## src/rtl/break_match_pkg.sv

```systemverilog
/*
 * Package for the bus cycle break matcher: register offsets, field
 * positions, reset values, qualifier encodings and the carrier structs.
 * Assumes a 32-bit APB register bus with word-aligned registers.
 */
`default_nettype none
package break_match_pkg;

    // =====================================================================
    // Register map (byte offsets on the APB bus)
    // =====================================================================
    localparam logic [7:0] OFF_ADDR_HIGH   = 8'h00;  // Break address high half.
    localparam logic [7:0] OFF_ADDR_LOW    = 8'h04;  // Break address low half.
    localparam logic [7:0] OFF_MASK_HIGH   = 8'h08;  // Address mask high half.
    localparam logic [7:0] OFF_MASK_LOW    = 8'h0C;  // Address mask low half.
    localparam logic [7:0] OFF_QUALIFIER   = 8'h10;  // Bus cycle qualifier.
    localparam logic [7:0] OFF_IRQ_STATUS  = 8'h14;  // Sticky event status.
    localparam logic [7:0] OFF_IRQ_MASK    = 8'h18;  // Interrupt enable mask.

    // =====================================================================
    // Reset values and field layout
    // =====================================================================
    localparam logic [15:0] REG_RESET      = 16'h0000;  // Every register resets to zero.
    localparam logic [1:0]  IRQ_RESET      = 2'h0;      // Status and mask reset value.
    localparam logic [15:0] QUAL_WR_MASK   = 16'h00FF;  // Only bits 7..0 are writable.
    localparam int          MASTER_POS     = 6;         // Master select field position.
    localparam int          KIND_POS       = 4;         // Fetch or data select position.
    localparam int          DIR_POS        = 2;         // Direction select position.
    localparam int          SIZE_POS       = 0;         // Size select position.
    localparam int          EVT_CPU_BIT    = 0;         // Status bit for a CPU cycle hit.
    localparam int          EVT_DMA_BIT    = 1;         // Status bit for a DMA cycle hit.

    // =====================================================================
    // Encodings
    // =====================================================================
    localparam logic [1:0] SEL_NONE        = 2'h0;  // No break / size ignored.
    localparam logic [1:0] SEL_FIRST       = 2'h1;  // CPU, fetch, read, or byte.
    localparam logic [1:0] SEL_SECOND      = 2'h2;  // DMA, data, write, or word.
    localparam logic [1:0] SEL_BOTH        = 2'h3;  // Both, or longword.

    // Operand size of an observed bus cycle.
    typedef enum logic [1:0]
    {
        SIZE_BYTE = 2'h1,
        SIZE_WORD = 2'h2,
        SIZE_LONG = 2'h3
    } op_size_type;

    // One observed bus cycle, as presented by the CPU or DMA side.
    typedef struct packed
    {
        logic        valid;    // A bus cycle starts in this clock.
        logic [31:0] address;  // Byte address of the cycle.
        logic        fetch;    // High for an instruction fetch.
        logic        write;    // High for a write cycle.
        logic [1:0]  size;     // Operand size, op_size_type encoding.
    } bus_cycle_type;

    // APB request bundle.
    typedef struct packed
    {
        logic        psel;     // Slave select.
        logic        penable;  // Access phase.
        logic        pwrite;   // Write direction.
        logic [7:0]  paddr;    // Byte address.
        logic [31:0] pwdata;   // Write data.
    } apb_req_type;

endpackage
`default_nettype wire

```

## src/rtl/bus_cycle_break_match.sv

```systemverilog
/*
 * Bus cycle break matcher: break address, address mask and bus cycle
 * qualifier registers on APB, comparison against CPU and DMA bus cycles,
 * and a sticky, maskable break interrupt request.
 * Assumes both bus cycle streams are synchronous to pclk.
 */
// The register offsets and the APB slave port were chosen for this implementation.
`timescale 1ns/1ps
`default_nettype none
// Summary of operation
// - High register holds address bits 31..16.
// - Low register holds address bits 15..0.
// - Five 16-bit registers, reset to zero.
// - Standby leaves all registers unchanged.
// - Mask one excludes address bit from compare.
// - Master select 00 none, CPU, DMA, both.
// - Access select 00 none, fetch, data, both.
// - Direction select 00 none, read, write, both.
// - Size select ignore, byte, word, longword.
// - Any 00 master, access or direction group blocks every break.
// - Qualifier bits 15..8 read zero; software writes zero.
// - Instruction fetches compare as word accesses.
// - Data accesses compare operand size, not bus width.
// - Full match raises break interrupt request.
module bus_cycle_break_match
    import break_match_pkg::*;
(
    input  wire logic        pclk,        // System clock, 40 MHz.
    input  wire logic        presetn,     // Asynchronous reset, active low.
    input  wire logic        psel,        // APB select.
    input  wire logic        penable,     // APB access phase.
    input  wire logic        pwrite,      // APB write direction.
    input  wire logic [7:0]  paddr,       // APB byte address.
    input  wire logic [31:0] pwdata,      // APB write data.
    output logic      [31:0] prdata,      // APB read data.
    output logic             pready,      // APB ready.
    output logic             pslverr,     // APB error for unmapped address.
    input  wire logic        standby,     // Standby mode indication.
    input  wire bus_cycle_type cpu_cycle, // Observed CPU bus cycle.
    input  wire bus_cycle_type dma_cycle, // Observed DMA bus cycle.
    output logic             break_irq    // Break interrupt request, level.
);

    // =====================================================================
    // State
    // =====================================================================
    // All state of the block in one record.
    typedef struct packed
    {
        logic [15:0] addr_high;   // Break address bits 31..16.
        logic [15:0] addr_low;    // Break address bits 15..0.
        logic [15:0] mask_high;   // Mask bits 31..16.
        logic [15:0] mask_low;    // Mask bits 15..0.
        logic [15:0] qualifier;   // Bus cycle qualifier, bits 7..0 used.
        logic [1:0]  irq_status;  // Sticky hits: CPU, DMA.
        logic [1:0]  irq_mask;    // Enables matching irq_status.
        logic [31:0] rdata;       // Registered read data.
    } state_type;

    state_type   cur;           // Registered state.
    state_type   next_state;    // Next state.
    apb_req_type req;           // Bundled APB request.
    logic        wr_en;         // Write accepted this clock.
    logic        rd_en;         // Read accepted this clock.
    logic        addr_ok;       // Address maps to a register.
    logic        cpu_hit;       // CPU cycle matches the break condition.
    logic        dma_hit;       // DMA cycle matches the break condition.
    logic [1:0]  hits;          // Hit events in status layout.
    logic [31:0] break_addr;    // Full break address.
    logic [31:0] break_mask;    // Full address mask.

    assign req = '{psel, penable, pwrite, paddr, pwdata};

    // =====================================================================
    // Match logic
    // =====================================================================
    // Tests one bus cycle against the programmed condition.
    function automatic logic cycle_match
    (
        input bus_cycle_type cyc,
        input logic          is_dma,
        input logic [31:0]   baddr,
        input logic [31:0]   bmask,
        input logic [15:0]   qual
    );
        logic [1:0] msel;
        logic [1:0] ksel;
        logic [1:0] dsel;
        logic [1:0] ssel;
        logic [1:0] eff_size;
        logic       m_ok;
        logic       k_ok;
        logic       d_ok;
        logic       s_ok;
        logic       a_ok;
        msel = qual[MASTER_POS +: 2];
        ksel = qual[KIND_POS +: 2];
        dsel = qual[DIR_POS +: 2];
        ssel = qual[SIZE_POS +: 2];
        // Master group: bit 0 enables CPU, bit 1 enables DMA; 00 blocks.
        m_ok = is_dma ? msel[1] : msel[0];
        // Access kind: bit 0 enables fetch, bit 1 enables data; 00 blocks.
        k_ok = cyc.fetch ? ksel[0] : ksel[1];
        // Direction: bit 0 enables read, bit 1 enables write; 00 blocks.
        d_ok = cyc.write ? dsel[1] : dsel[0];
        // Fetches count as word accesses; data uses its operand size.
        eff_size = cyc.fetch ? SIZE_WORD : cyc.size;
        s_ok = (ssel == SEL_NONE) || (ssel == eff_size);
        // Unmasked address bits must all be equal.
        a_ok = ((cyc.address ^ baddr) & ~bmask) == 32'h0000_0000;
        cycle_match = cyc.valid && m_ok && k_ok && d_ok && s_ok && a_ok;
    endfunction

    assign break_addr = {cur.addr_high, cur.addr_low};
    assign break_mask = {cur.mask_high, cur.mask_low};
    assign cpu_hit = cycle_match(cpu_cycle, 1'b0, break_addr, break_mask, cur.qualifier);
    assign dma_hit = cycle_match(dma_cycle, 1'b1, break_addr, break_mask, cur.qualifier);
    assign hits = {dma_hit, cpu_hit};

    // =====================================================================
    // APB decode
    // =====================================================================
    // Zero wait states: each access completes in its first access cycle.
    assign wr_en   = req.psel && req.penable && req.pwrite;
    assign rd_en   = req.psel && !req.penable && !req.pwrite;
    assign pready  = 1'b1;
    assign pslverr = req.psel && req.penable && !addr_ok;

    // Flags whether an address is mapped.
    always_comb
    begin
        if (req.paddr == OFF_ADDR_HIGH || req.paddr == OFF_ADDR_LOW)
        begin
            addr_ok = 1'b1;
        end
        else if (req.paddr == OFF_MASK_HIGH || req.paddr == OFF_MASK_LOW)
        begin
            addr_ok = 1'b1;
        end
        else if (req.paddr == OFF_QUALIFIER || req.paddr == OFF_IRQ_STATUS)
        begin
            addr_ok = 1'b1;
        end
        else if (req.paddr == OFF_IRQ_MASK)
        begin
            addr_ok = 1'b1;
        end
        else
        begin
            addr_ok = 1'b0;
        end
    end

    // =====================================================================
    // Next state
    // =====================================================================
    // Register writes, read data capture in setup phase, sticky events.
    // Standby has no term here, so contents are kept across it.
    always_comb
    begin
        next_state = cur;
        if (wr_en)
        begin
            if (req.paddr == OFF_ADDR_HIGH)
            begin
                next_state.addr_high = req.pwdata[15:0];
            end
            else if (req.paddr == OFF_ADDR_LOW)
            begin
                next_state.addr_low = req.pwdata[15:0];
            end
            else if (req.paddr == OFF_MASK_HIGH)
            begin
                next_state.mask_high = req.pwdata[15:0];
            end
            else if (req.paddr == OFF_MASK_LOW)
            begin
                next_state.mask_low = req.pwdata[15:0];
            end
            else if (req.paddr == OFF_QUALIFIER)
            begin
                // Reserved upper bits are never stored.
                next_state.qualifier = req.pwdata[15:0] & QUAL_WR_MASK;
            end
            else if (req.paddr == OFF_IRQ_STATUS)
            begin
                // Write one to clear.
                next_state.irq_status = cur.irq_status & ~req.pwdata[1:0];
            end
            else if (req.paddr == OFF_IRQ_MASK)
            begin
                next_state.irq_mask = req.pwdata[1:0];
            end
            else
            begin
                next_state.irq_mask = cur.irq_mask;
            end
        end
        // A hit in the clearing cycle wins over the clear.
        next_state.irq_status = next_state.irq_status | hits;
        if (rd_en)
        begin
            if (req.paddr == OFF_ADDR_HIGH)
            begin
                next_state.rdata = {16'h0000, cur.addr_high};
            end
            else if (req.paddr == OFF_ADDR_LOW)
            begin
                next_state.rdata = {16'h0000, cur.addr_low};
            end
            else if (req.paddr == OFF_MASK_HIGH)
            begin
                next_state.rdata = {16'h0000, cur.mask_high};
            end
            else if (req.paddr == OFF_MASK_LOW)
            begin
                next_state.rdata = {16'h0000, cur.mask_low};
            end
            else if (req.paddr == OFF_QUALIFIER)
            begin
                next_state.rdata = {16'h0000, cur.qualifier & QUAL_WR_MASK};
            end
            else if (req.paddr == OFF_IRQ_STATUS)
            begin
                next_state.rdata = {30'h0000_0000, cur.irq_status};
            end
            else if (req.paddr == OFF_IRQ_MASK)
            begin
                next_state.rdata = {30'h0000_0000, cur.irq_mask};
            end
            else
            begin
                next_state.rdata = 32'h0000_0000;
            end
        end
    end

    // =====================================================================
    // State register
    // =====================================================================
    // Reset clears every register to zero.
    always_ff @(posedge pclk or negedge presetn)
    begin
        if (!presetn)
        begin
            cur <= '{REG_RESET, REG_RESET, REG_RESET, REG_RESET, REG_RESET,
                     IRQ_RESET, IRQ_RESET, 32'h0000_0000};
        end
        else
        begin
            cur <= next_state;
        end
    end

    assign prdata    = cur.rdata;
    assign break_irq = |(cur.irq_status & cur.irq_mask);

    // =====================================================================
    // Checks
    // =====================================================================
    // A CPU hit sets its status bit on the next edge.
    a_cpu_hit_sticky: assert property (@(posedge pclk) disable iff (!presetn)
        cpu_hit |=> cur.irq_status[EVT_CPU_BIT])
        else $error("CPU hit did not set status");

    // A DMA hit sets its status bit on the next edge.
    a_dma_hit_sticky: assert property (@(posedge pclk) disable iff (!presetn)
        dma_hit |=> cur.irq_status[EVT_DMA_BIT])
        else $error("DMA hit did not set status");

    // A zero master, access or direction group never yields a hit.
    a_zero_group_blocks: assert property (@(posedge pclk) disable iff (!presetn)
        (cur.qualifier[7:6] == SEL_NONE || cur.qualifier[5:4] == SEL_NONE
         || cur.qualifier[3:2] == SEL_NONE) |-> !(cpu_hit || dma_hit))
        else $error("Hit with a blocked group");

    // CPU only master select never matches DMA cycles.
    a_master_cpu_only: assert property (@(posedge pclk) disable iff (!presetn)
        (cur.qualifier[7:6] == SEL_FIRST) |-> !dma_hit)
        else $error("DMA hit with CPU only select");

    // Fetch only select never matches data cycles.
    a_kind_fetch_only: assert property (@(posedge pclk) disable iff (!presetn)
        (cur.qualifier[5:4] == SEL_FIRST && !cpu_cycle.fetch) |-> !cpu_hit)
        else $error("Data hit with fetch only select");

    // Read only select never matches writes.
    a_dir_read_only: assert property (@(posedge pclk) disable iff (!presetn)
        (cur.qualifier[3:2] == SEL_FIRST && cpu_cycle.write) |-> !cpu_hit)
        else $error("Write hit with read only select");

    // A fetch with longword size select never matches.
    a_fetch_is_word: assert property (@(posedge pclk) disable iff (!presetn)
        (cur.qualifier[1:0] == SEL_BOTH && cpu_cycle.fetch) |-> !cpu_hit)
        else $error("Fetch matched longword size");

    // Data size must equal the selected size when a hit occurs.
    a_size_matches: assert property (@(posedge pclk) disable iff (!presetn)
        (cpu_hit && !cpu_cycle.fetch && cur.qualifier[1:0] != SEL_NONE)
        |-> cpu_cycle.size == cur.qualifier[1:0])
        else $error("Hit with wrong operand size");

    // An unmasked differing address bit prevents a hit.
    a_addr_compare: assert property (@(posedge pclk) disable iff (!presetn)
        cpu_hit |-> ((cpu_cycle.address ^ break_addr) & ~break_mask) == 32'h0)
        else $error("Hit with unequal address");

    // Reserved qualifier bits always read zero.
    a_qual_reserved: assert property (@(posedge pclk) disable iff (!presetn)
        cur.qualifier[15:8] == 8'h00)
        else $error("Reserved qualifier bits set");

    // Written address appears in the register after the write.
    a_addr_write: assert property (@(posedge pclk) disable iff (!presetn)
        (wr_en && req.paddr == OFF_ADDR_HIGH)
        |=> cur.addr_high == $past(req.pwdata[15:0]))
        else $error("High address write lost");

    // Standby alone does not change configuration.
    a_standby_keeps: assert property (@(posedge pclk) disable iff (!presetn)
        (standby && !wr_en) |=> $stable(cur.qualifier) && $stable(cur.mask_low))
        else $error("Registers changed in standby");

    // DMA only master select never matches CPU cycles.
    a_master_dma_only: assert property (@(posedge pclk) disable iff (!presetn)
        (cur.qualifier[7:6] == SEL_SECOND) |-> !cpu_hit)
        else $error("CPU hit with DMA only select");

    // Data only select never matches fetches.
    a_kind_data_only: assert property (@(posedge pclk) disable iff (!presetn)
        (cur.qualifier[5:4] == SEL_SECOND && cpu_cycle.fetch) |-> !cpu_hit)
        else $error("Fetch hit with data only select");

    // Write only select never matches reads.
    a_dir_write_only: assert property (@(posedge pclk) disable iff (!presetn)
        (cur.qualifier[3:2] == SEL_SECOND && !cpu_cycle.write) |-> !cpu_hit)
        else $error("Read hit with write only select");

    // A DMA hit needs every unmasked address bit equal.
    a_dma_addr_compare: assert property (@(posedge pclk) disable iff (!presetn)
        dma_hit
        |-> ((dma_cycle.address ^ break_addr) & ~break_mask) == 32'h0)
        else $error("DMA hit with unequal address");

    // A DMA hit carries the selected operand size.
    a_dma_size: assert property (@(posedge pclk) disable iff (!presetn)
        (dma_hit && !dma_cycle.fetch && cur.qualifier[1:0] != SEL_NONE)
        |-> dma_cycle.size == cur.qualifier[1:0])
        else $error("DMA hit with wrong size");

    // Written low address appears in the register.
    a_low_write: assert property (@(posedge pclk) disable iff (!presetn)
        (wr_en && req.paddr == OFF_ADDR_LOW)
        |=> cur.addr_low == $past(req.pwdata[15:0]))
        else $error("Low address write lost");

    // Written high mask appears in the register.
    a_mask_write: assert property (@(posedge pclk) disable iff (!presetn)
        (wr_en && req.paddr == OFF_MASK_HIGH)
        |=> cur.mask_high == $past(req.pwdata[15:0]))
        else $error("High mask write lost");

    // Written qualifier bits 7..0 are stored.
    a_qual_write: assert property (@(posedge pclk) disable iff (!presetn)
        (wr_en && req.paddr == OFF_QUALIFIER)
        |=> cur.qualifier[7:0] == $past(req.pwdata[7:0]))
        else $error("Qualifier write lost");

    // An enabled DMA hit raises the request on the next edge.
    a_irq_raise: assert property (@(posedge pclk) disable iff (!presetn)
        (dma_hit && cur.irq_mask[EVT_DMA_BIT] && !wr_en)
        |=> break_irq)
        else $error("Enabled hit raised no request");

endmodule
`default_nettype wire

```

## config.mk

```make
export PLATFORM = sky130hd
export DESIGN_NAME = bus_cycle_break_match
export DESIGN_NICKNAME = d
export VERILOG_FILES = /design/src/rtl/break_match_pkg.sv /design/src/rtl/bus_cycle_break_match.sv
export SDC_FILE = /design/constraint.sdc
export NUM_CORES = 1
export LEC_CHECK = 0
export ABC_AREA = 1
export CELL_PAD_IN_SITES_DETAIL_PLACEMENT = 0
export CELL_PAD_IN_SITES_GLOBAL_PLACEMENT = 1
export CORE_ASPECT_RATIO = 0.6
export CORE_UTILIZATION = 30
export CTS_CLUSTER_DIAMETER = 30
export DETAILED_ROUTE_END_ITERATION = 10
export DONT_BUFFER_PORTS = 1
export PLACE_DENSITY = 0.65
export SLEW_MARGIN = 25
export SYNTH_ARGS = -nofsm -noshare
export SYNTH_HDL_FRONTEND = slang
export SYNTH_SLANG_ARGS = --single-unit
```

## constraint.sdc

```tcl
create_clock -name pclk -period 3.44 [get_ports pclk]
set_input_delay 0.688 -clock pclk [delete_from_list [all_inputs] [get_ports pclk]]
set_output_delay 0.688 -clock pclk [all_outputs]
set_load 0.005 [all_outputs]
```

=== Word-level counts from Yosys, hierarchy flattened ===
Index checks and enable logic that the tools add are counted.

* Bitwise logic cells: 15
* Muxes and demuxes: 26
* Reduce and logical (&&, ||, !) cells: 34
* Eq/ne operators: 8

{| class="wikitable"
|+ Operators by type and width
! kind !! count
|-
| $and A32 B32 Y32 || 2
|-
| $logic_not A32 Y1 || 2
|-
| $mux W16 || 4
|-
| $xor A32 B32 Y32 || 2
|-
| $not A32 Y32 || 1
|-
| $eq A8 B5 Y1 const B || 3
|-
| $mux W4 || 6
|-
| $eq A8 B4 Y1 const B || 2
|-
| $logic_and A1 B1 Y1 || 15
|-
| $mux W2 || 7
|-
| $eq A8 B3 Y1 const B || 1
|-
| $logic_not A8 Y1 || 1
|-
| $mux W1 || 8
|-
| $mux W8 || 1
|-
| $reduce_and A8 Y1 || 1
|-
| $not A1 Y1 || 6
|-
| $reduce_and A6 Y1 || 1
|-
| $logic_or A1 B1 Y1 || 5
|-
| $reduce_and A5 Y1 || 1
|-
| $and A2 B2 Y2 || 2
|-
| $eq A2 B2 Y1 || 2
|-
| $reduce_and A4 Y1 || 1
|-
| $logic_not A1 Y1 || 3
|-
| $reduce_and A3 Y1 || 1
|-
| other kinds (5) || 5
|}

* Output and inout bits: 35
* Register bits: 108

=== Logic depth before layout (Yosys ltp) ===
Gate-level depths: netlist (run 1).

* Word-level depth: 10
* Depth in mapped cells: 10

=== Worst setup path after synthesis (run 1) ===
No wires, ideal clock.

* Path type: input to output
* From: in paddr[6]
* To: out pslverr
* Setup slack: 1.314 ns
* Cell stages on the path: 7
* Arrival time: 1.438 ns
* Path through: inv_1 nand2_1 nor2_4 buf_2 nand2_1 nand3_1 nor3_1

* Word-level cells in the longest chain between the ends: 7
* Elaborated cells between the ends (all ways): 16
* Classes of those cells: 6 x eq/ne; 4 x mux; 6 x reduce/logical

{| class="wikitable"
|+ Ends and longest elaborated chain
! item !! line !! text
|-
| start, declared || bus_cycle_break_match.sv:33 || <nowiki>input wire logic [7:0] paddr,</nowiki>
|-
| $eq A8 B5 Y1 (on tied branches) || bus_cycle_break_match.sv:144, bus_cycle_break_match.sv:140 ||
|-
| $mux W1 / $logic_or A1 B1 Y1 (equally long branches) || bus_cycle_break_match.sv:144, bus_cycle_break_match.sv:140 ||
|-
| $mux W1 || bus_cycle_break_match.sv:140 || <nowiki>else if (req.paddr == OFF_QUALIFIER || req.paddr == OFF_IRQ_STATUS)</nowiki>
|-
| $mux W1 || bus_cycle_break_match.sv:136 || <nowiki>else if (req.paddr == OFF_MASK_HIGH || req.paddr == OFF_MASK_LOW)</nowiki>
|-
| $mux W1 * || bus_cycle_break_match.sv:132 || <nowiki>if (req.paddr == OFF_ADDR_HIGH || req.paddr == OFF_ADDR_LOW)</nowiki>
|-
| $logic_not A1 Y1 * || bus_cycle_break_match.sv:127 || <nowiki>assign pslverr = req.psel && req.penable && !addr_ok;</nowiki>
|-
| $logic_and A1 B1 Y1 * || bus_cycle_break_match.sv:127 ||
|-
| end, declared || bus_cycle_break_match.sv:37 || <nowiki>output logic pslverr,</nowiki>
|}

Mark *: on every way between the ends. The rest lies on a longest branch, timed or not.

=== Worst setup path in the final report (run 1) ===
Same ends and word-level chain as after synthesis.

==> summary.md, run 1 <==
| Metric | Value |
|---|---|
| Share of the synthesized area in the top cell type | 37.5% |
| CTS Root Cell | clkbuf_16 |
| Final worst-path cycle share | 74.8% |
| Final #Nets | around 1000 |
| Met2 global-route usage | roughly 28% |
| Cell internal pwr | roughly 1.8 mW |
| Flop pwr share | 47.2% |
| CTS tree | built |
| RSZ-0062 raised after global routing | false |
| Crit start category | input pin |
| Area Overhead vs Synth | 5.96% |
| TritonCTS Buffers | 9 |
| Core area | 0.0200 mm^2 |
| Clock Sinks | roughly 90 |
| 1st-iter DRT viols | 474 |
| R2R Path Start | break_addr[2] |
| Reg2Reg Setup Slack | 1.84 ns |
| Power Density | about 370 mW/mm^2 |
| Die W | 187 um |
| Met3 GRT Util | between 6 and 7% |
| Number of global-route vias before repair | 4993 |
| Post-synth EDFFs | 0 |
| Final setup violating endpoints | 0 |
| Post-DP HPWL | 15300 um |
| Final hold violation count | 0 |
| Resized Gates After CTS | 0 |
| Total track usage | 20.3% |
| Synth top area cells | dfrtp_1, nand2_1, inv_1 |
| Top_reg_cell synth | dfrtp_1 |
| Router iterations before antenna repair | 5 |
| Clock Power Share | between 40% and 50% |
| Pins over their slew limit | 0 |
| H-tree levels | 3 |
| Rows | 40 |
| Max transition margin | 36.3% |
| Met1 layer usage reported by global route | 30.5% |
| Combinational Power Share | 7.6% |
| Layout cells sized above 1 | 9.42% |
| # hold bufs at CTS | 0 |
| Critical Path AT | 1.88 ns |
| P_sw | 594 uW |
| Worst reg2reg path depth | 8 |
| Pwr Total | 2.39 mW |
| Max Fanout on Critical Path | 16 |
| Asr flop ratio synth | 100% |
| GPL Wtd Cong | 0.778 |
| # diodes | 0 |
| Peak supply drop | 0.226 mV |
| Initial antenna violation count | 0 |
| Die Ht | roughly 110 um |
| Yosys reg bits | 92 |
| First-pass GRT wire length | 31400 um |
| Vias/cell | around 4.6 |
| GR peak layer | met1 |
| Sum Neg Setup Slack | 0 ns |
| Critical path class | input pin to primary output |
| # port buffers | 0 |
| Yosys top cell by area | dfrtp_1 |
| CTS clock-pin slew for the worst setup and hold paths | 0.08 ns |
| Cells after synthesis | 908 |
| Static Leak | 3.27 nW |
| WL/cell | 17.7 um |
| Required time worst endpoint | 2.75 ns |
| Clk_skew | 0.0161 ns |
| Max Clk Rate | 389 MHz |
| DRC viols | 0 |
| GR Overflow Total | 0 |
| CTS Buffer Depth | 2 |
| Post-synthesis instance area | ~0.0061 mm^2 |
| Max_cap viols | 0 |
| Seq/Total Area, Yosys | 37.5% |
| WL final | between 20000 and 25000 um |
| HP Class | input pin to async pin |
| Outcome | finished, final reports clean |
| Distinct cells, synth | 32 |
| Ports | 155 |
| Ys Warns | 0 |
| CP Capture Type | primary output |
| Skew-Pair Late Insertion Delay | ~0.36 ns |
| FF-to-FF End | cur[34] |
| Tmin final | 2.57 ns |
| Syn avg cell area | between 6 and 7 um^2 |
| Post-CTS Setup Bufs | 0 |
| Die area | 0.0210 mm^2 |
| Worst Tran Pin Value | 0.954 ns |
| DRT antenna net count | 0 |
| Via count | 5362 |
| Sw Ratio | about a quarter |
| Largest net degree at the start of global routing | 93 |
| Starting Density | 30.6% |
==> state kept, by name (all words and copies together), names as in the netlist <==
name,flops
break_addr,32
break_mask,32
prdata,16
cur,12
==> logic make-up after synthesis <==
| logic type | Yosys count | synth area share (%) |
|---|---|---|
| simple gates | 492 | 34.2 |
| xor+xnor | 4 | 0.571 |
| other cells | 2 | 0.122 |
| mux | 1 | 0.163 |
| flops | 92 | 37.5 |
| compound gates | 122 | 12.1 |
| buf+inv | 195 | 15.3 |
==> final cells by class <==
class,instances,area [um^2]
fillers,2215,13500
multi-input cells,636,2950
flip-flops and latches,92,2300
inverters,139,527
well taps,273,342
clock buffers,13,270
repair buffers,9,67.6
clock inverters,3,43.8
==> stage by stage <==
stage / util [%] / cell area, um^2 / hold WS (ns) / std cells / setup slack [ns]
after floorplan: - / 6190 / 0.392 / 923 / 1.31
after global placement: 30.9 / 6190 / 0.396 / 1149 / 0.867
after detailed placement: 30.9 / 6190 / 0.397 / 1149 / 0.865
after CTS: 32.5 / 6500 / 0.0149 / 1165 / 0.864
after global routing: 32.5 / 6500 / 0.00777 / 1165 / 0.795
final: 32.5 / 6500 / 0.0288 / 1165 / 0.869
==> layer usage <==
layer	wire length (um)	share of wire [%]
met4	106	0.51
met5	0	0
met1	10300	50
met2	8350	41
met3	1810	8.8
==> Yosys cell counts, drive strengths merged, types with 2 or more instances <==
cell,number
nand2,314
inv,139
dfrtp,92
o21ai,90
nor2,79
nand3,73
buf,54
a21oi,23
or2,12
nand4,9
a21boi,5
nor3,4
xnor2,4
o211ai,3
clkbuf,2
conb,2
==> how the worst max path moves through the flow <==
stage,start,endpoint,slack [ns],cells after the start
floorplan,paddr[6],pslverr,1.31,7
global placement,paddr[6],pslverr,0.87,7
detailed placement,paddr[6],pslverr,0.86,7
CTS,paddr[6],pslverr,0.86,7
global route,paddr[6],pslverr,0.79,7
finish,paddr[6],pslverr,0.87,7
==> power groups by stage <==
| stage | clock [mW] | sequential (mW) | combinational, mW |
|---|---|---|---|
| final | 1.08 | 1.13 | 0.182 |
| after global routing | 1.13 | 1.13 | 0.210 |
| after CTS | 1.10 | 1.13 | 0.183 |
| after detailed placement | 0 | 1.15 | 0.182 |
| after global placement | 0 | 1.15 | 0.182 |
| after floorplan | 0 | 1.14 | 0.169 |
==> worst max-delay path, stage by stage <==
cell     delay, ns
inv_1         0.03
nand2_1       0.11
nor2_4        0.34
buf_4         0.35
nand2_1       0.16
nand3_1       0.12
nor3_1        0.07
==> cells in the final DEF, fill, tap and decap left out, drive strengths merged, types with 5 or more instances in the layout <==
cell type	n
or2	12
a21oi	23
conb	17
nand2	314
o21ai	90
inv	139
nand4	9
nor2	79
clkbuf	13
nand3	73
buf	9
dfrtp	92
a21boi	5
Note: power is estimated with default switching activity, not from simulation.
==> inputs of run 2 (changes only) <==
--- a/config.mk
+++ b/config.mk
@@ -13,7 +13,7 @@
 export CTS_CLUSTER_DIAMETER = 30
 export DETAILED_ROUTE_END_ITERATION = 10
 export DONT_BUFFER_PORTS = 1
-export PLACE_DENSITY = 0.65
+export PLACE_DENSITY = 0.67
 export SLEW_MARGIN = 25
 export SYNTH_ARGS = -nofsm -noshare
 export SYNTH_HDL_FRONTEND = slang
==> constraint.sdc (replaced) <==
create_clock -name pclk -period 2.3 [get_ports pclk]
set_input_delay 0.46 -clock pclk [delete_from_list [all_inputs] [get_ports pclk]]
set_output_delay 0.46 -clock pclk [all_outputs]
set_load 0.005 [all_outputs]
==> summary.md, run 2 (synthesized netlist as in run 1, its figures left out) <==
| Metric | Value |
|---|---|
| Area of the multi-input gates | 0.00295 mm^2 (unchanged) |
| Top sig layer | met4 |
| Post-CTS Setup Bufs | 0 (unchanged) |
| Area Overhead vs Synth | 6.77% |
| Core area | 0.0200 mm^2 (unchanged) |
| WL/cell | 17.2 um (-2.5%) |
| Sum Neg Setup Slack | 0 ns (unchanged) |
| CTS clock-pin slew for the worst setup and hold paths | 0.07 ns (about the same) |
| GR Overflow Total | 0 (unchanged) |
| DRC viols | 1 (+1) |
| Static Leak | 3.30 nW (+0.97%) |
| First-pass GRT wire length | 30600 um (-2.4%) |
| Via count | 5307 (-1.0%) |
| Final worst-path cycle share | 81.0% |
| Critical Path AT | 1.40 ns (-0.48 ns) |
| Required time worst endpoint | 1.84 ns (-0.91 ns) |
| M1 WL | 9970 um (-3.5%) |
| CP peak stage delay | 0.32 ns (-0.03 ns) |
| 1st-iter DRT viols | 389 (-18%) |
| # port buffers | 0 (unchanged) |
| Critical path depth | 6 (-1) |
| HP Class | input pin to async pin |
| Crit start category | input pin |
| FF-to-FF End | cur[34] |
| CP Capture Type | primary output |
| Largest net degree at the start of global routing | 93 (unchanged) |
| Peak supply drop | 0.370 mV (+64%) |
| Buffers and inverters on the worst path | 2 (unchanged) |
| Leading cell type in the layout, fill and taps excluded | nand2_1 |
| Total track usage | 19.7% (-0.56 points) |
| Post-DP HPWL | 15400 um (+0.68%) |
| CTS Buffer Depth | 2 (unchanged) |
| GPL Wtd Cong | 0.796 (+2.3%) |
| Rows | 40 (unchanged) |
| Reg2Reg Setup Slack | 0.73 ns (-1.11 ns) |
| # diodes | 0 (unchanged) |
| Final #Nets | 1011 (+0.40%) |
| Resized Gates After CTS | 0 (unchanged) |
| R2R Path Start | break_addr[2] |
| Storage element area | 0.00230 mm^2 (unchanged) |
| WL final | 20100 um (-2.2%) |
| Power Density | 552 mW/mm^2 (+50%) |
| Hold slack | -0.198 ns (-0.227 ns) |
| Final setup violating endpoints | 0 (unchanged) |
| Vias/cell | 4.54 (-1.4%) |
| CP top delay family | simple AND/OR/NAND/NOR gates |
| Max Clk Rate | 537 MHz |
| Max Fanout on Critical Path | 4 (-12) |
| Die area | 0.0210 mm^2 (unchanged) |
| Router iterations before antenna repair | 8 (+3) |
| Max transition margin | 62.8% (+26 points) |
| Tmin final | ~1.9 ns |
| DR WL met3 | 1770 um (-2.1%) |
| Final Util | 32.7% (+0.25 points) |
| Layout cells sized above 1 | 9.93% (+0.52 points) |
| Worst Tran Pin Value | 0.552 ns (-0.401 ns) |
| Failing checks | design-rule violations, negative hold slack |
| Skew-Pair Late Insertion Delay | 0.35 ns (about the same) |
| Worst reg2reg path depth | 8 (unchanged) |
| Routed wl met2 | 8290 um (-0.73%) |
| Starting Density | 30.6% (unchanged) |
| CTS Root Cell | clkbuf_16 |
| Clk_skew | 0.0117 ns (-0.00449 ns) |
| CTS tree | built |
| Critical path class | input pin to primary output |
| CP max-delay cell | nor2_1 |
| Final hold violation count | 92 (+92) |
| Die Ht | 113 um (unchanged) |
| Pins over their slew limit | 0 (unchanged) |
| H-tree levels | 3 (unchanged) |
| Number of global-route vias before repair | 4927 (-1.3%) |
| RSZ-0062 raised after global routing | false |
| Clock Sinks | 92 (unchanged) |
| Initial antenna violation count | 0 (unchanged) |
| Most frequent cells in the layout | nand2_1, inv_1, dfrtp_1 |
| Ports | 155 (unchanged) |
| Critical path cell sequence | inv_1, nand2_1, nor2_1, inv_1, nor3_1, nor3_1 |
| DRT antenna net count | 0 (unchanged) |
| Max_cap viols | 0 (unchanged) |
| TritonCTS Buffers | 9 (unchanged) |
| Die W | 187 um (unchanged) |
| Outcome | complete, but fails checks |
| Fillers | 2211 (-0.18%) |
run 2: cell count changes in the layout (fill, tap and decap cells not counted):
| cell | before | now |
|---|---|---|
| buf_12 | 0 | 1 |
| buf_4 | 9 | 12 |
| bufinv_16 | 1 | 2 |
| clkbuf_1 | 1 | 0 |
| clkbuf_8 | 3 | 0 |
| clkinv_2 | 1 | 2 |
| clkinv_4 | 1 | 0 |
| inv_6 | 1 | 4 |
run 2: area by class of cell:
| type | instances | share of cell area [%] |
|---|---|---|
| Clock buffer | 9 | 3.44 |
| Clock inverter | 7 | 1.47 |
| Inverter | 139 | 8.04 |
| Multi-Input combinational cell | 636 | 45.0 |
| Sequential cell | 92 | 35.1 |
| Tap cell | 273 | 5.21 |
| Timing Repair Buffer | 13 | 1.68 |
run 2: how the worst max path moves through the flow:
stage | startpoint | endpoint | slack (ns)
floorplan | paddr[6] | pslverr | 0.63
global placement | paddr[6] | break_addr[27] | 0.25
detailed placement | paddr[6] | break_addr[20] | 0.23
CTS | paddr[6] | pslverr | 0.39
global route | paddr[7] | pslverr | 0.30
finish | paddr[6] | pslverr | 0.44
run 2: stage by stage:
stage          power (mW)  hold WS, ns  cell area (um^2)  setup slack, ns  cells
4_1_cts              3.65       -0.209              6550            0.393   1169
5_1_grt              3.76       -0.219              6550            0.300   1169
6_report             3.61       -0.198              6550            0.438   1169
3_3_place_gp         1.99        0.168              6230            0.248   1153
3_5_place_dp         1.99        0.166              6230            0.234   1153
2_1_floorplan        1.96        0.164              6190            0.630    923
run 2: routing by layer:
layer | vias to the layer above | global-route usage, %
met5 | - | 0
met4 | 0 | 3.01
met3 | 11 | 7.29
met2 | 139 | 28.1
met1 | 2431 | 28.6
li1 | 2726 | -
run 2: where the power goes:
group	total, mW	switching, mW	internal, mW
clock	1.65	0.691	0.962
combinational	0.275	0.175	0.0992
sequential	1.69	0.0352	1.65
total	3.61	0.901	2.71
==> inputs of run 3 (changes only) <==
==> constraint.sdc (replaced) <==
create_clock -name pclk -period 1.7 [get_ports pclk]
set_input_delay 0.34 -clock pclk [delete_from_list [all_inputs] [get_ports pclk]]
set_output_delay 0.34 -clock pclk [all_outputs]
set_load 0.005 [all_outputs]
==> summary.md, run 3 (synthesized netlist as in run 1, its figures left out) <==
| Metric | Value |
|---|---|
| Pwr Total | 4.66 mW (+29%) |
| Sw Ratio | 26.4% (+1.5 points) |
| Leading cell type in the layout, fill and taps excluded | nand2_1 |
| CTS clock-pin slew for the worst setup and hold paths | 0.07 ns (about the same) |
| 1st-iter DRT viols | 387 (-0.51%) |
| First-pass GRT wire length | 30700 um (+0.34%) |
| Resized Gates After CTS | 0 (unchanged) |
| Total track usage | 19.6% (-0.083 points) |
| Failing checks | design-rule violations, negative hold slack |
| Cell internal pwr | 3.43 mW (+26%) |
| DRT antenna net count | 0 (unchanged) |
| HP Class | input pin to async pin |
| Die Ht | 113 um (unchanged) |
| Final worst-path cycle share | 90.0% |
| Met1 layer usage reported by global route | 30.6% (+1.9 points) |
| Final #Nets | 1028 (+1.7%) |
| Placed instance area | 0.00644 mm^2 (+3.5%) |
| Via count | 5368 (+1.1%) |
| DRC viols | 1 (unchanged) |
| GPL Wtd Cong | 0.789 (-0.85%) |
| CTS Buffer Depth | 2 (unchanged) |
| Router iterations before antenna repair | 8 (unchanged) |
| Final setup violating endpoints | 0 (unchanged) |
| Starting Density | 30.6% (unchanged) |
| WL final | 20000 um (-0.47%) |
| Most frequent cells in the layout | nand2_1, inv_1, dfrtp_1 |
| Met3 GRT Util | 4.71% (-2.6 points) |
| Initial antenna violation count | 0 (unchanged) |
| Sum Neg Setup Slack | 0 ns (unchanged) |
| Final instance area | 0.00673 mm^2 (+2.7%) |
| GR peak layer | met1 |
| Layout cells sized above 1 | 11.6% (+1.7 points) |
| Power Density | 692 mW/mm^2 (+25%) |
| Clk_skew | 0.0125 ns (+0.000816 ns) |
| # diodes | 0 (unchanged) |
| Core area | 0.0200 mm^2 (unchanged) |
| CTS tree | built |
| Vias/cell | 4.53 (-0.30%) |
| Pins over their slew limit | 0 (unchanged) |
| Critical Path AT | 1.19 ns (-0.21 ns) |
| Number of global-route vias before repair | 4951 (+0.49%) |
| WL/cell | 16.9 um (-1.9%) |
| Place WS | 0.0665 ns (-0.167 ns) |
| Required time worst endpoint | 1.36 ns (-0.48 ns) |
| Met2 global-route usage | 27.3% (-0.77 points) |
| Tmin final | 1.53 ns |
| Die W | 187 um (unchanged) |
| GR Overflow Total | 0 (unchanged) |
| Rows | 40 (unchanged) |
| Critical path class | input pin to primary output |
| Clock Power Share | 42.8% (-2.9 points) |
| Post-CTS Setup Bufs | 0 (unchanged) |
| Post-DP HPWL | 15600 um (+1.2%) |
| Crit start category | input pin |
| Largest net degree at the start of global routing | 93 (unchanged) |
| Outcome | complete, but fails checks |
| Clock Sinks | 92 (unchanged) |
| Combinational Power Share | 8.2% (+0.6 points) |
| Die area | 0.0210 mm^2 (unchanged) |
| TritonCTS Buffers | 9 (unchanged) |
| P_sw | 1.23 mW (+37%) |
| Flop pwr share | 49.0% (+2.3 points) |
| Max Fanout on Critical Path | 4 (unchanged) |
| Max_cap viols | 0 (unchanged) |
| H-tree levels | 3 (unchanged) |
| Fillers | 2185 (-1.2%) |
| Area Overhead vs Synth | 9.67% |
| Skew-Pair Late Insertion Delay | 0.35 ns (about the same) |
| Final hold violation count | 92 (unchanged) |
| CP Capture Type | primary output |
| Final setup margin | 0.170 ns (-0.268 ns) |
| Hold slack | -0.323 ns (-0.124 ns) |
| Max Clk Rate | around 650 MHz |
| Static Leak | 3.40 nW (+3.0%) |
| Ports | 155 (unchanged) |
| # port buffers | 0 (unchanged) |
| Peak supply drop | 0.516 mV (+40%) |
| CTS Root Cell | clkbuf_16 |
| RSZ-0062 raised after global routing | false |
run 3: layer usage:
layer	part of all wire, %	vias up
li1	-	2772
met1	52	2444
met2	40	146
met3	7.5	6
met4	0.42	0
met5	0	-
run 3: power by group through the flow:
| stage | Sequential, mW | Clock [mW] | Combinational, mW |
|---|---|---|---|
| 2_1_floorplan | 2.30 | 0 | 0.343 |
| 3_5_place_dp | 2.33 | 0 | 0.382 |
| 4_1_cts | 2.28 | 2.02 | 0.384 |
| 6_report | 2.28 | 1.99 | 0.383 |
| 3_3_place_gp | 2.32 | 0 | 0.380 |
| 5_1_grt | 2.29 | 2.12 | 0.439 |
run 3: metrics by stage:
step / cells / util [%]
floorplan: 923 / -
global placement: 1170 / 32.2
detailed placement: 1170 / 32.2
CTS: 1186 / 33.6
global route: 1186 / 33.6
finish: 1186 / 33.6
run 3: critical path: stages:
cell     delay (ns)
inv_1          0.05
nand2_4        0.14
nor2_4         0.05
buf_4          0.14
nand2_1        0.11
nand3_1        0.10
nor3_1         0.26
run 3: layout make-up:
type | count | area, um^2 | area share [%]
well taps | 273 | 342 | 5.08
clock buffers | 10 | 239 | 3.55
repair buffers | 30 | 325 | 4.84
multi-input cells | 636 | 2950 | 43.8
clock inverters | 6 | 45.0 | 0.670
inverters | 139 | 527 | 7.83
flip-flops and latches | 92 | 2300 | 34.2
run 3: path summary, 6_finish.rpt:
check	from	endpoint	slack, ns	cells past startpoint
max in group asynchronous	presetn	prdata[13]	1.85	0
worst min register to register	break_mask[25]	break_mask[25]	0.49	2
worst max-delay path	paddr[0]	pslverr	0.17	7
worst max register to register	break_addr[2]	cur[34]	0.22	8
worst min-delay path	presetn	prdata[1]	-0.32	0
min in group pclk	pwdata[6]	break_mask[6]	0.11	2
